## config.mk

```make
export PLATFORM = sky130hd
export DESIGN_NAME = bcd_time_out
export DESIGN_NICKNAME = d
export VERILOG_FILES = /design/src/include/bcd_time_pkg.sv /design/src/hw/bcd_chain.sv /design/src/hw/quality_timer.sv /design/src/hw/bcd_time_out.sv
export SDC_FILE = /design/constraint.sdc
export NUM_CORES = 1
export LEC_CHECK = 0
export ABC_AREA = 0
export BUFFER_PORTS_ARGS = -buffer_cell sky130_fd_sc_hd__buf_2
export CAP_MARGIN = 20
export CORE_UTILIZATION = 61
export CTS_CLUSTER_DIAMETER = 100
export DETAILED_ROUTE_END_ITERATION = 8
export HOLD_SLACK_MARGIN = 0.15
export PLACE_DENSITY = 0.86
export SLEW_MARGIN = 20
export SYNTH_ARGS = -nofsm -noshare
export SYNTH_HDL_FRONTEND = slang
export SYNTH_SLANG_ARGS = --single-unit
```

## constraint.sdc

```tcl
create_clock -name clk_i -period 5.66 [get_ports clk_i]
set_input_delay 0.566 -clock clk_i [delete_from_list [all_inputs] [get_ports clk_i]]
set_output_delay 0.566 -clock clk_i [all_outputs]
set_load 0.01 [all_outputs]
```

## src/include/bcd_time_pkg.sv

```systemverilog
// Purpose: Shared constants for the parallel BCD time output block.
// Assumes: 40 MHz system clock, 32-bit classic Wishbone register bus.
// Notes:   Timing counts are derived from the printed times and the clock rate.

package bcd_time_pkg;

  // ----------------------------------------------------------------------
  // Clock and time base
  // ----------------------------------------------------------------------
  localparam int CLK_MHZ = 40;
  localparam int MS_PERIOD_US = 1000;
  localparam int MS_CYCLES = MS_PERIOD_US * CLK_MHZ;
  localparam int KHZ_HIGH_US = 100;
  localparam int HZ_HIGH_MS = 900;
  localparam logic [3:0] HZ_LOW_DIGIT = 4'(HZ_HIGH_MS / 100);

  // ----------------------------------------------------------------------
  // Quality thresholds, in seconds of lost lock
  // ----------------------------------------------------------------------
  localparam int SEC_PER_MIN = 60;
  localparam int SEC_PER_HOUR = 3600;
  localparam int Q1MS_MIN = 8;
  localparam int Q5MS_MIN = 22;
  localparam int Q50MS_MIN = 92;
  localparam int Q500MS_HOUR = 22;
  localparam int ELAPSED_W = 17;
  localparam int Q1MS_SEC = Q1MS_MIN * SEC_PER_MIN;
  localparam int Q5MS_SEC = Q5MS_MIN * SEC_PER_MIN;
  localparam int Q50MS_SEC = Q50MS_MIN * SEC_PER_MIN;
  localparam int Q500MS_SEC = Q500MS_HOUR * SEC_PER_HOUR;

  // Quality line indices.
  localparam int QL_1MS = 0;
  localparam int QL_5MS = 1;
  localparam int QL_50MS = 2;
  localparam int QL_500MS = 3;

  // ----------------------------------------------------------------------
  // BCD limits
  // ----------------------------------------------------------------------
  localparam logic [3:0] BCD_NINE = 4'h9;
  localparam logic [3:0] BCD_HALF = 4'h5;
  localparam logic [11:0] MS_MAX = 12'h999;
  localparam logic [7:0] SEC_MAX = 8'h59;
  localparam logic [7:0] HOUR_MAX = 8'h23;
  localparam logic [11:0] DAY_MAX = 12'h365;
  localparam logic [11:0] DAY_MAX_LEAP = 12'h366;
  localparam logic [11:0] DAY_FIRST = 12'h001;

  // ----------------------------------------------------------------------
  // Register map (byte addresses) and fields
  // ----------------------------------------------------------------------
  localparam int ADDR_W = 8;
  localparam logic [7:0] REG_CTRL = 8'h00;
  localparam logic [7:0] REG_TIME = 8'h04;
  localparam logic [7:0] REG_MSEC = 8'h08;
  localparam logic [7:0] REG_STATUS = 8'h0c;
  localparam int CTRL_DISP_ON = 0;
  localparam int CTRL_LEAP = 1;
  localparam int TIME_SEC_LSB = 0;
  localparam int TIME_MIN_LSB = 7;
  localparam int TIME_HOUR_LSB = 14;
  localparam int TIME_DAY_LSB = 20;
  localparam int ST_LOCK = 4;
  localparam int ST_HZ1 = 5;
  localparam int ST_ELAPSED_LSB = 8;

endpackage

```

## src/hw/bcd_chain.sv

```systemverilog
// Purpose: Chain of BCD digits that counts up, wraps and can be loaded.
// Assumes: Load has priority over increment; limits are legal BCD values.
// Notes:   Carry out is combinational so a whole time chain steps in one cycle.

`timescale 1ns/1ps
`default_nettype none

module bcd_chain #(
  parameter int NDIG = 2,
  parameter logic [4*NDIG-1:0] RST_VAL = '0
) (
  // Clock and reset.
  input wire logic clk_i,
  input wire logic reset_n_i,
  // Control.
  input wire logic inc_i,
  input wire logic load_i,
  input wire logic [4*NDIG-1:0] load_val_i,
  input wire logic [4*NDIG-1:0] max_i,
  input wire logic [4*NDIG-1:0] min_i,
  // Result.
  output logic [4*NDIG-1:0] value_o,
  output logic carry_o
);

  logic [NDIG:0] roll;
  logic wrap;

  // A digit steps when every digit below it is at nine.
  assign roll[0] = 1'b1;
  assign wrap = (value_o == max_i);
  assign carry_o = inc_i & wrap;

  for (genvar g = 0; g < NDIG; g++) begin : g_digit
    assign roll[g+1] = roll[g] & (value_o[4*g +: 4] == bcd_time_pkg::BCD_NINE);

    // One digit register; wrap to the minimum overrides normal stepping.
    always_ff @(posedge clk_i or negedge reset_n_i) begin
      if (!reset_n_i) begin
        value_o[4*g +: 4] <= RST_VAL[4*g +: 4];
      end else if (load_i) begin
        value_o[4*g +: 4] <= load_val_i[4*g +: 4];
      end else if (inc_i) begin
        if (wrap) begin
          value_o[4*g +: 4] <= min_i[4*g +: 4];
        end else if (roll[g]) begin
          value_o[4*g +: 4] <= (value_o[4*g +: 4] == bcd_time_pkg::BCD_NINE) ? 4'h0 : value_o[4*g +: 4] + 4'h1;
        end
      end
    end
  end

endmodule

`default_nettype wire

```

## src/hw/quality_timer.sv

```systemverilog
// Purpose: Elapsed time since lock loss and the four time-quality lines.
// Assumes: sec_tick_i is a one-cycle pulse once per second.
// Notes:   The elapsed count saturates so the lines never fall back while unlocked.

`timescale 1ns/1ps
`default_nettype none

module quality_timer #(
  parameter logic [16:0] TH_1MS = 17'(bcd_time_pkg::Q1MS_SEC),
  parameter logic [16:0] TH_5MS = 17'(bcd_time_pkg::Q5MS_SEC),
  parameter logic [16:0] TH_50MS = 17'(bcd_time_pkg::Q50MS_SEC),
  parameter logic [16:0] TH_500MS = 17'(bcd_time_pkg::Q500MS_SEC)
) (
  // Clock and reset.
  input wire logic clk_i,
  input wire logic reset_n_i,
  // Inputs.
  input wire logic sec_tick_i,
  input wire logic locked_i,
  input wire logic display_on_i,
  // Results.
  output logic [3:0] quality_o,
  output logic [16:0] elapsed_o
);

  // Seconds since lock was lost; cleared whenever lock is present.
  always_ff @(posedge clk_i or negedge reset_n_i) begin
    if (!reset_n_i) begin
      elapsed_o <= '0;
    end else if (locked_i) begin
      elapsed_o <= '0;
    end else if (sec_tick_i && (elapsed_o != '1)) begin
      elapsed_o <= elapsed_o + 17'h1;
    end
  end

  // Each line is high while its error bound is exceeded; the widest also inhibits reads.
  always_ff @(posedge clk_i or negedge reset_n_i) begin
    if (!reset_n_i) begin
      quality_o <= 4'hf;
    end else begin
      quality_o[bcd_time_pkg::QL_1MS] <= !locked_i && (elapsed_o >= TH_1MS);
      quality_o[bcd_time_pkg::QL_5MS] <= !locked_i && (elapsed_o >= TH_5MS);
      quality_o[bcd_time_pkg::QL_50MS] <= !locked_i && (elapsed_o >= TH_50MS);
      quality_o[bcd_time_pkg::QL_500MS] <= !display_on_i || (!locked_i && (elapsed_o >= TH_500MS));
    end
  end

endmodule

`default_nettype wire

```

## src/hw/bcd_time_out.sv

```systemverilog
// Purpose: Parallel BCD time-of-day output with strobes and quality lines.
// Assumes: Lock arrives from the receiver as an asynchronous level.
// Notes:   Registers are reached over classic Wishbone, one aligned word each.

`timescale 1ns/1ps
`default_nettype none

module bcd_time_out #(
  parameter int MS_CYCLES = bcd_time_pkg::MS_CYCLES,
  parameter logic [16:0] TH_1MS = 17'(bcd_time_pkg::Q1MS_SEC),
  parameter logic [16:0] TH_5MS = 17'(bcd_time_pkg::Q5MS_SEC),
  parameter logic [16:0] TH_50MS = 17'(bcd_time_pkg::Q50MS_SEC),
  parameter logic [16:0] TH_500MS = 17'(bcd_time_pkg::Q500MS_SEC)
) (
  // Clock and reset.
  input wire logic clk_i,
  input wire logic reset_n_i,
  // Wishbone slave.
  input wire logic wb_cyc_i,
  input wire logic wb_stb_i,
  input wire logic wb_we_i,
  input wire logic [7:0] wb_adr_i,
  input wire logic [3:0] wb_sel_i,
  input wire logic [31:0] wb_dat_i,
  output logic [31:0] wb_dat_o,
  output logic wb_ack_o,
  // Receiver status.
  input wire logic lock_i,
  // Parallel BCD time.
  output logic [9:0] days_o,
  output logic [5:0] hours_o,
  output logic [6:0] minutes_o,
  output logic [6:0] seconds_o,
  output logic [11:0] msec_o,
  // Strobes and quality.
  output logic hz1_o,
  output logic khz_o,
  output logic [3:0] quality_o,
  // Front display flashing.
  output logic colon_blank_o,
  output logic display_blank_o
);

  // ----------------------------------------------------------------------
  // Local constants
  // ----------------------------------------------------------------------
  localparam int DIV_W = 16;
  localparam logic [DIV_W-1:0] DIV_LAST = DIV_W'(MS_CYCLES - 1);
  // The 1 kHz high time scales with the millisecond divider.
  localparam logic [DIV_W-1:0] KHZ_HIGH =
    DIV_W'(MS_CYCLES * bcd_time_pkg::KHZ_HIGH_US / bcd_time_pkg::MS_PERIOD_US);

  // ----------------------------------------------------------------------
  // Declarations
  // ----------------------------------------------------------------------
  logic lock_meta;
  logic locked;
  logic [DIV_W-1:0] ms_div;
  logic tick_ms;
  logic [1:0] ctrl;
  logic time_load;
  logic [31:0] time_word;
  logic [31:0] next_time;
  logic [31:0] wmask;
  logic [11:0] ms_val;
  logic [7:0] sec_val;
  logic [7:0] min_val;
  logic [7:0] hour_val;
  logic [11:0] day_val;
  logic ms_carry;
  logic sec_carry;
  logic min_carry;
  logic hour_carry;
  logic [16:0] elapsed;
  logic req;
  logic [31:0] next_rdata;

  // ----------------------------------------------------------------------
  // Lock input synchroniser
  // ----------------------------------------------------------------------
  // The receiver level comes from outside this clock; only the second stage is used.
  always_ff @(posedge clk_i or negedge reset_n_i) begin
    if (!reset_n_i) begin
      lock_meta <= 1'b0;
      locked <= 1'b0;
    end else begin
      lock_meta <= lock_i;
      locked <= lock_meta;
    end
  end

  // ----------------------------------------------------------------------
  // Millisecond time base
  // ----------------------------------------------------------------------
  // A time load restarts the millisecond so a corrected time starts on a boundary.
  always_ff @(posedge clk_i or negedge reset_n_i) begin
    if (!reset_n_i) begin
      ms_div <= '0;
    end else if (time_load || ms_div == DIV_LAST) begin
      ms_div <= '0;
    end else begin
      ms_div <= ms_div + DIV_W'(1);
    end
  end

  assign tick_ms = !time_load && (ms_div == DIV_LAST);

  // ----------------------------------------------------------------------
  // Register writes
  // ----------------------------------------------------------------------
  assign req = wb_cyc_i && wb_stb_i && !wb_ack_o;
  for (genvar b = 0; b < 4; b++) begin : g_mask
    assign wmask[8*b +: 8] = {8{wb_sel_i[b]}};
  end

  // Current counters packed as the time word seen by software.
  always_comb begin
    time_word = '0;
    time_word[bcd_time_pkg::TIME_SEC_LSB +: 7] = sec_val[6:0];
    time_word[bcd_time_pkg::TIME_MIN_LSB +: 7] = min_val[6:0];
    time_word[bcd_time_pkg::TIME_HOUR_LSB +: 6] = hour_val[5:0];
    time_word[bcd_time_pkg::TIME_DAY_LSB +: 10] = day_val[9:0];
    next_time = (time_word & ~wmask) | (wb_dat_i & wmask);
  end

  // A write to the time word is the correction step; milliseconds restart at zero.
  assign time_load = req && wb_we_i && (wb_adr_i == bcd_time_pkg::REG_TIME);

  // Control bits: display-on releases read inhibit, leap selects a 366-day year.
  always_ff @(posedge clk_i or negedge reset_n_i) begin
    if (!reset_n_i) begin
      ctrl <= 2'h0;
    end else if (req && wb_we_i && wb_adr_i == bcd_time_pkg::REG_CTRL && wb_sel_i[0]) begin
      ctrl <= wb_dat_i[1:0];
    end
  end

  // ----------------------------------------------------------------------
  // Time of day counters
  // ----------------------------------------------------------------------
  // Carries ripple combinationally so every digit steps on the same edge.
  bcd_chain #(.NDIG(3), .RST_VAL(12'h000)) u_ms (
    .clk_i(clk_i),
    .reset_n_i(reset_n_i),
    .inc_i(tick_ms),
    .load_i(time_load),
    .load_val_i(12'h000),
    .max_i(bcd_time_pkg::MS_MAX),
    .min_i(12'h000),
    .value_o(ms_val),
    .carry_o(ms_carry)
  );

  bcd_chain #(.NDIG(2), .RST_VAL(8'h00)) u_sec (
    .clk_i(clk_i),
    .reset_n_i(reset_n_i),
    .inc_i(ms_carry),
    .load_i(time_load),
    .load_val_i({1'b0, next_time[bcd_time_pkg::TIME_SEC_LSB +: 7]}),
    .max_i(bcd_time_pkg::SEC_MAX),
    .min_i(8'h00),
    .value_o(sec_val),
    .carry_o(sec_carry)
  );

  bcd_chain #(.NDIG(2), .RST_VAL(8'h00)) u_min (
    .clk_i(clk_i),
    .reset_n_i(reset_n_i),
    .inc_i(sec_carry),
    .load_i(time_load),
    .load_val_i({1'b0, next_time[bcd_time_pkg::TIME_MIN_LSB +: 7]}),
    .max_i(bcd_time_pkg::SEC_MAX),
    .min_i(8'h00),
    .value_o(min_val),
    .carry_o(min_carry)
  );

  bcd_chain #(.NDIG(2), .RST_VAL(8'h00)) u_hour (
    .clk_i(clk_i),
    .reset_n_i(reset_n_i),
    .inc_i(min_carry),
    .load_i(time_load),
    .load_val_i({2'b00, next_time[bcd_time_pkg::TIME_HOUR_LSB +: 6]}),
    .max_i(bcd_time_pkg::HOUR_MAX),
    .min_i(8'h00),
    .value_o(hour_val),
    .carry_o(hour_carry)
  );

  bcd_chain #(.NDIG(3), .RST_VAL(bcd_time_pkg::DAY_FIRST)) u_day (
    .clk_i(clk_i),
    .reset_n_i(reset_n_i),
    .inc_i(hour_carry),
    .load_i(time_load),
    .load_val_i({2'b00, next_time[bcd_time_pkg::TIME_DAY_LSB +: 10]}),
    .max_i(ctrl[bcd_time_pkg::CTRL_LEAP] ? bcd_time_pkg::DAY_MAX_LEAP : bcd_time_pkg::DAY_MAX),
    .min_i(bcd_time_pkg::DAY_FIRST),
    .value_o(day_val),
    .carry_o()
  );

  // The 42 lines carry the digit registers bit for bit, high meaning one.
  assign days_o = day_val[9:0];
  assign hours_o = hour_val[5:0];
  assign minutes_o = min_val[6:0];
  assign seconds_o = sec_val[6:0];
  assign msec_o = ms_val;

  // ----------------------------------------------------------------------
  // Strobes
  // ----------------------------------------------------------------------
  // 1 Hz is high for the first 900 ms of each second, 1 kHz for 100 us of each ms.
  always_ff @(posedge clk_i or negedge reset_n_i) begin
    if (!reset_n_i) begin
      hz1_o <= 1'b0;
      khz_o <= 1'b0;
    end else begin
      hz1_o <= (ms_val[11:8] < bcd_time_pkg::HZ_LOW_DIGIT);
      khz_o <= (ms_div < KHZ_HIGH);
    end
  end

  // ----------------------------------------------------------------------
  // Quality lines
  // ----------------------------------------------------------------------
  quality_timer #(
    .TH_1MS(TH_1MS),
    .TH_5MS(TH_5MS),
    .TH_50MS(TH_50MS),
    .TH_500MS(TH_500MS)
  ) u_quality (
    .clk_i(clk_i),
    .reset_n_i(reset_n_i),
    .sec_tick_i(ms_carry),
    .locked_i(locked),
    .display_on_i(ctrl[bcd_time_pkg::CTRL_DISP_ON]),
    .quality_o(quality_o),
    .elapsed_o(elapsed)
  );

  // Colon (50 ms line) and display (500 ms line) blank in the second half of each second while that line is high; flashing is half on, half off.
  always_ff @(posedge clk_i or negedge reset_n_i) begin
    if (!reset_n_i) begin
      colon_blank_o <= 1'b0;
      display_blank_o <= 1'b0;
    end else begin
      colon_blank_o <= quality_o[bcd_time_pkg::QL_50MS] && (ms_val[11:8] >= bcd_time_pkg::BCD_HALF);
      display_blank_o <= quality_o[bcd_time_pkg::QL_500MS] && (ms_val[11:8] >= bcd_time_pkg::BCD_HALF);
    end
  end

  // ----------------------------------------------------------------------
  // Register reads and acknowledge
  // ----------------------------------------------------------------------
  always_comb begin
    next_rdata = '0;
    unique case (wb_adr_i)
      bcd_time_pkg::REG_CTRL: next_rdata[1:0] = ctrl;
      bcd_time_pkg::REG_TIME: next_rdata = time_word;
      bcd_time_pkg::REG_MSEC: next_rdata[11:0] = ms_val;
      bcd_time_pkg::REG_STATUS: begin
        next_rdata[3:0] = quality_o;
        next_rdata[bcd_time_pkg::ST_LOCK] = locked;
        next_rdata[bcd_time_pkg::ST_HZ1] = hz1_o;
        next_rdata[bcd_time_pkg::ST_ELAPSED_LSB +: 17] = elapsed;
      end
      default: next_rdata = '0;
    endcase
  end

  // Every access, mapped or not, is acknowledged one cycle later; ack lasts one cycle.
  always_ff @(posedge clk_i or negedge reset_n_i) begin
    if (!reset_n_i) begin
      wb_ack_o <= 1'b0;
      wb_dat_o <= '0;
    end else begin
      wb_ack_o <= req;
      if (req && !wb_we_i) begin
        wb_dat_o <= next_rdata;
      end
    end
  end
endmodule

`default_nettype wire

```

Word-level counts from Yosys, hierarchy flattened. Index checks and enable logic that the tools add are counted. Widths: inputs -> output; s select.

$add $sub $neg: 14. $mul: 0. Divide/modulo/power cells: 0. Order comparisons: 7. Equal/unequal tests: 22. Shift operators: 0. Multiplexer cells: 65. Bitwise logic cells: 10. Reduce and logical (&&, ||, !) cells: 43.

Operators with widths (count): $mux 4 (55); $and 30x30->30 (2); $add 4x1->4 const B (12); $eq 4x4->1 const B (12); $mux 17 (2); $not 30->30 (1); $or 30x30->30 (1); $pmux 13 s2 (1); $pmux 4 s3 (2); $reduce_bool 3->1 (7); $add 17x1->17 const B (1); $ge 17x11->1 const B (1); $ge 17x13->1 const B (1); $ge 17x17->1 const B (1); $ge 17x9->1 const B (1); $ne 17x17->1 const B (1); $add 16x1->16 const B (1); $eq 16x16->1 const B (1); $eq 8x4->1 const B (2); $eq 8x7->1 const B (2); $lt 16x12->1 const B (1); $mux 16 (1); $logic_and 1x1->1 (15); $reduce_and 2->1 (7); 15 further kinds (30).

Register bits after elaboration: 126. Latch bits: 0. RAM bits: 0. ROM bits: 0. Input port bits: 50. Output and inout port bits: 83. Word-level logic and storage cells: 185. Memories: 0.

Logic depth before layout (Yosys ltp).
Word-level depth: 12. Mapped depth: 11. Gate-level depth less buffers: 11.

Modules after synthesis. From an unflattened synthesis, not the netlist that was laid out.

Cells, all modules: 925. Area total of the unflattened synthesis: 8911.0 µm².

By module, submodules not included: bcd_time_out (times used 1, cells an instance 271, area an instance 3014.1 µm², sequential area each 1376.3 µm²); bcd_chain at u_hour ... (times used 3, cells an instance 88, area an instance 721.9 µm², sequential area each 200.2 µm²); bcd_chain at u_day (times used 1, cells an instance 131, area an instance 1266.2 µm², sequential area each 301.5 µm²); bcd_chain at u_ms (times used 1, cells an instance 131, area an instance 1265.0 µm², sequential area each 300.3 µm²); quality_timer (times used 1, cells an instance 128, area an instance 1199.9 µm², sequential area each 530.5 µm²).

Least setup slack after synthesis. Ideal clock, no wire load.

Path type: register to register. Start: register ms_div[8]. End: register with a tool-made name. Setup time: 0.124 ns. Arrival: 2.549 ns. Required time: 5.536 ns. Slack: 2.987 ns. Cell stages (with the launch flop): 8. Path buffers: 1. Clock period less this slack: 2.673 ns. Cell sequence: dfrtp_1 > or4b_4 > or4_4 > buf_6 > nor4_4 > nand2_2 > and3_1 > a211o_1.

RTL lines: start: declaration (line bcd_time_out.sv:58) `logic [DIV_W-1:0] ms_div;`; start signal: assignment (line bcd_time_out.sv:102) `ms_div <= ms_div + DIV_W'(1);`.

==> impl_metrics.json <==
{
  "drive_above_1_share_pct": 21.8,
  "post_cts_buffers": 0,
  "final_common_cell": "buf_2",
  "p_sw_w": 0.000502,
  "synth_area_um2": 7320,
  "numCtsBuffers": 17,
  "drtAntennaViolNets": 0,
  "portBuffers": 128,
  "core_um2": 11600,
  "period_minus_slack_ps": 3200,
  "pwr-share-clk_pct": 48.5,
  "p_int_w": 0.00160,
  "num-nets-final": 963,
  "cts_root_buf": "clkbuf_16",
  "area_growth_pct": 14.1,
  "die-area_um2": 12400,
  "placed_area_um2": 7800,
  "hpwlAfterDp_um": 14200,
  "path_clk_slew_ps": 50,
  "pwr-share-comb_pct": 6.1,
  "hold_violations": 0,
  "grt_max_degree": 64,
  "required_ps": 5960,
  "grt_pass1_vias": 6245,
  "die_x_um": 112,
  "setup.worst_path.class": "input pin to flip-flop",
  "swShare_pct": 23.9,
  "overflow": 0,
  "synth_cell_types": 71,
  "status": "finished with violations",
  "cts.hold.buffers_added": 0,
  "worstPathArrival_ps": 3500,
  "grt_pass1_wl_um": 32400,
  "ys_async_sr_fraction_pct": 100,
  "crit_fanout": 18,
  "num_vias": 6688,
  "rsz0062_at_grt": "false",
  "syn_area_per_cell_um2": 9.04,
  "drc_errors": 7,
  "slew_violations": 0,
  "setup_viol_count_final": 0,
  "startpoint_type": "input pin",
  "first_iter_violations": 697,
  "track_usage_pct": 33.7,
  "synth_edf_count": 0,
  "power_density_nw_per_um2": 252,
  "yosysWarnings": 0,
  "die_y_um": 112,
  "violations": "design-rule violations",
  "diodes": 0,
  "drt_first_pass_iters": 7,
  "row_count": 39,
  "finClkSkew_ps": 4.98,
  "place.gp.congestion": 0.884,
  "relSlewSlack_pct": 40.7,
  "vdd_drop_max_mv": 0.241,
  "initial_utilization_pct": 63.3,
  "cp-end-kind": "flip-flop",
  "tightest_slew_ps": 881,
  "power_frac_seq_pct": 45.4,
  "antenna_found_initial": 0,
  "wl_um": 20100,
  "finalCritPeriodShare_pct": 56.5,
  "vias_per_cell": 6.38,
  "hp-class": "input pin to asynchronous set/reset pin",
  "fmax_ghz": 0.313,
  "leakagePower_nw": 3.86,
  "reg2reg_setup_slack_ps": 2490,
  "cts_sinks": 124,
  "ys_ff_latch": 124,
  "cts_max_path_buffers": 2,
  "synth_ff_type": "dfrtp_1",
  "ys_seq_area_share_pct": 42.5,
  "insertion_delay_ps": 420,
  "fin_area_um2": 8350,
  "synthCells": 810,
  "wire_per_inst_um": 19.2,
  "cts_tree": "done",
  "layout_common_cells": "buf_2 (127), dfrtp_1 (119), nand2_1 (78)",
  "h-tree-depth": 4,
  "drv_cap": 0,
  "cts_resized": 0,
  "setup_tns_ps": 0,
  "io-pin-count": 133
}
==> metal layers <==
| metal | vias up | part of all wire, % | wire length [um] | GRT usage [%] |
|---|---|---|---|---|
| met1 | 3231 | 41 | 8180 | 45.3 |
| met3 | 57 | 9.5 | 1910 | 9.15 |
| met2 | 338 | 47 | 9410 | 51.0 |
| met4 | 0 | 3.1 | 625 | 15.5 |
| met5 | - | 0 | 0 | 0 |
| li1 | 3062 | - | - | - |
==> cell usage after synthesis (all sizes together), types with 12 or more instances <==
cell type  number  area share, %
dfrtp         119             41
nand2          79            4.1
nor2           65            3.3
a21oi          52            3.6
o21ai          49            3.3
buf            41            3.9
inv            37            1.9
clkbuf         31            1.6
nand3          28            1.9
nor3           22            1.5
ha             20            3.4
xor2           20            2.4
a222oi         15            2.1
nand4          15            1.3
nor4           15            1.8
and3           13            1.1
xnor2          12            1.4
==> worst max-delay path: stages <==
cell,delay [ps]
buf_2,310
nor2b_1,740
and4_1,690
buf_4,360
and2_1,350
mux2i_1,270
o21a_1,140
o22ai_1,70
==> kinds of logic after synthesis <==
logic type | count (synthesis) | share of synthesized area [%]
compound gates | 181 | 15.9
xor+xnor | 32 | 3.83
fa+ha+maj | 20 | 3.42
buf+inv | 109 | 7.41
flops | 124 | 42.5
mux | 17 | 2.82
other cells | 1 | 0.0512
simple gates | 326 | 24.1
==> worst paths after layout <==
check	from	cells after the start	endpoint
max	wb_adr_i[2]	8	flip-flop
min	reset_n_i	1	khz_o$_DFF_PN0_
max reg2reg	u_quality.elapsed_o[0]$_DFFE_PN0P_	11	u_quality.elapsed_o[13]$_DFFE_PN0P_
min reg2reg	lock_meta$_DFF_PN0_	0	locked$_DFF_PN0_
max in group asynchronous	reset_n_i	2	u_quality.elapsed_o[5]$_DFFE_PN0P_
min in group clk_i	lock_i	1	lock_meta$_DFF_PN0_
==> stage by stage <==
stage	hold slack, ps	utilization [%]	power (W)	setup slack (ps)	std cells
final	229	72.2	0.00210	2460	1048
after global routing	233	72.2	0.00217	2290	1048
after CTS	234	72.2	0.00211	2490	1048
after detailed placement	336	67.5	0.00110	2080	1017
after global placement	332	67.5	0.00109	2150	1017
after floorplan	270	-	0.00103	2990	811
==> final cells by class <==
cell class,count,area (um^2)
sequential,124,3110
inverter,37,139
fill,875,3210
clock buffer,24,482
tap,143,179
clock inverter,7,67.6
multi-input combinational,578,3680
timing repair buffer,135,696
==> power by group through the flow <==
stage / clock network [W] / registers, W / logic (W)
3_5_place_dp: 0 / 0.000968 / 0.000127
3_3_place_gp: 0 / 0.000967 / 0.000119
2_1_floorplan: 0 / 0.000957 / 0.0000725
6_report: 0.00102 / 0.000956 / 0.000128
5_1_grt: 0.00107 / 0.000958 / 0.000144
4_1_cts: 0.00103 / 0.000954 / 0.000129
Power figures use the tool's default switching activity.
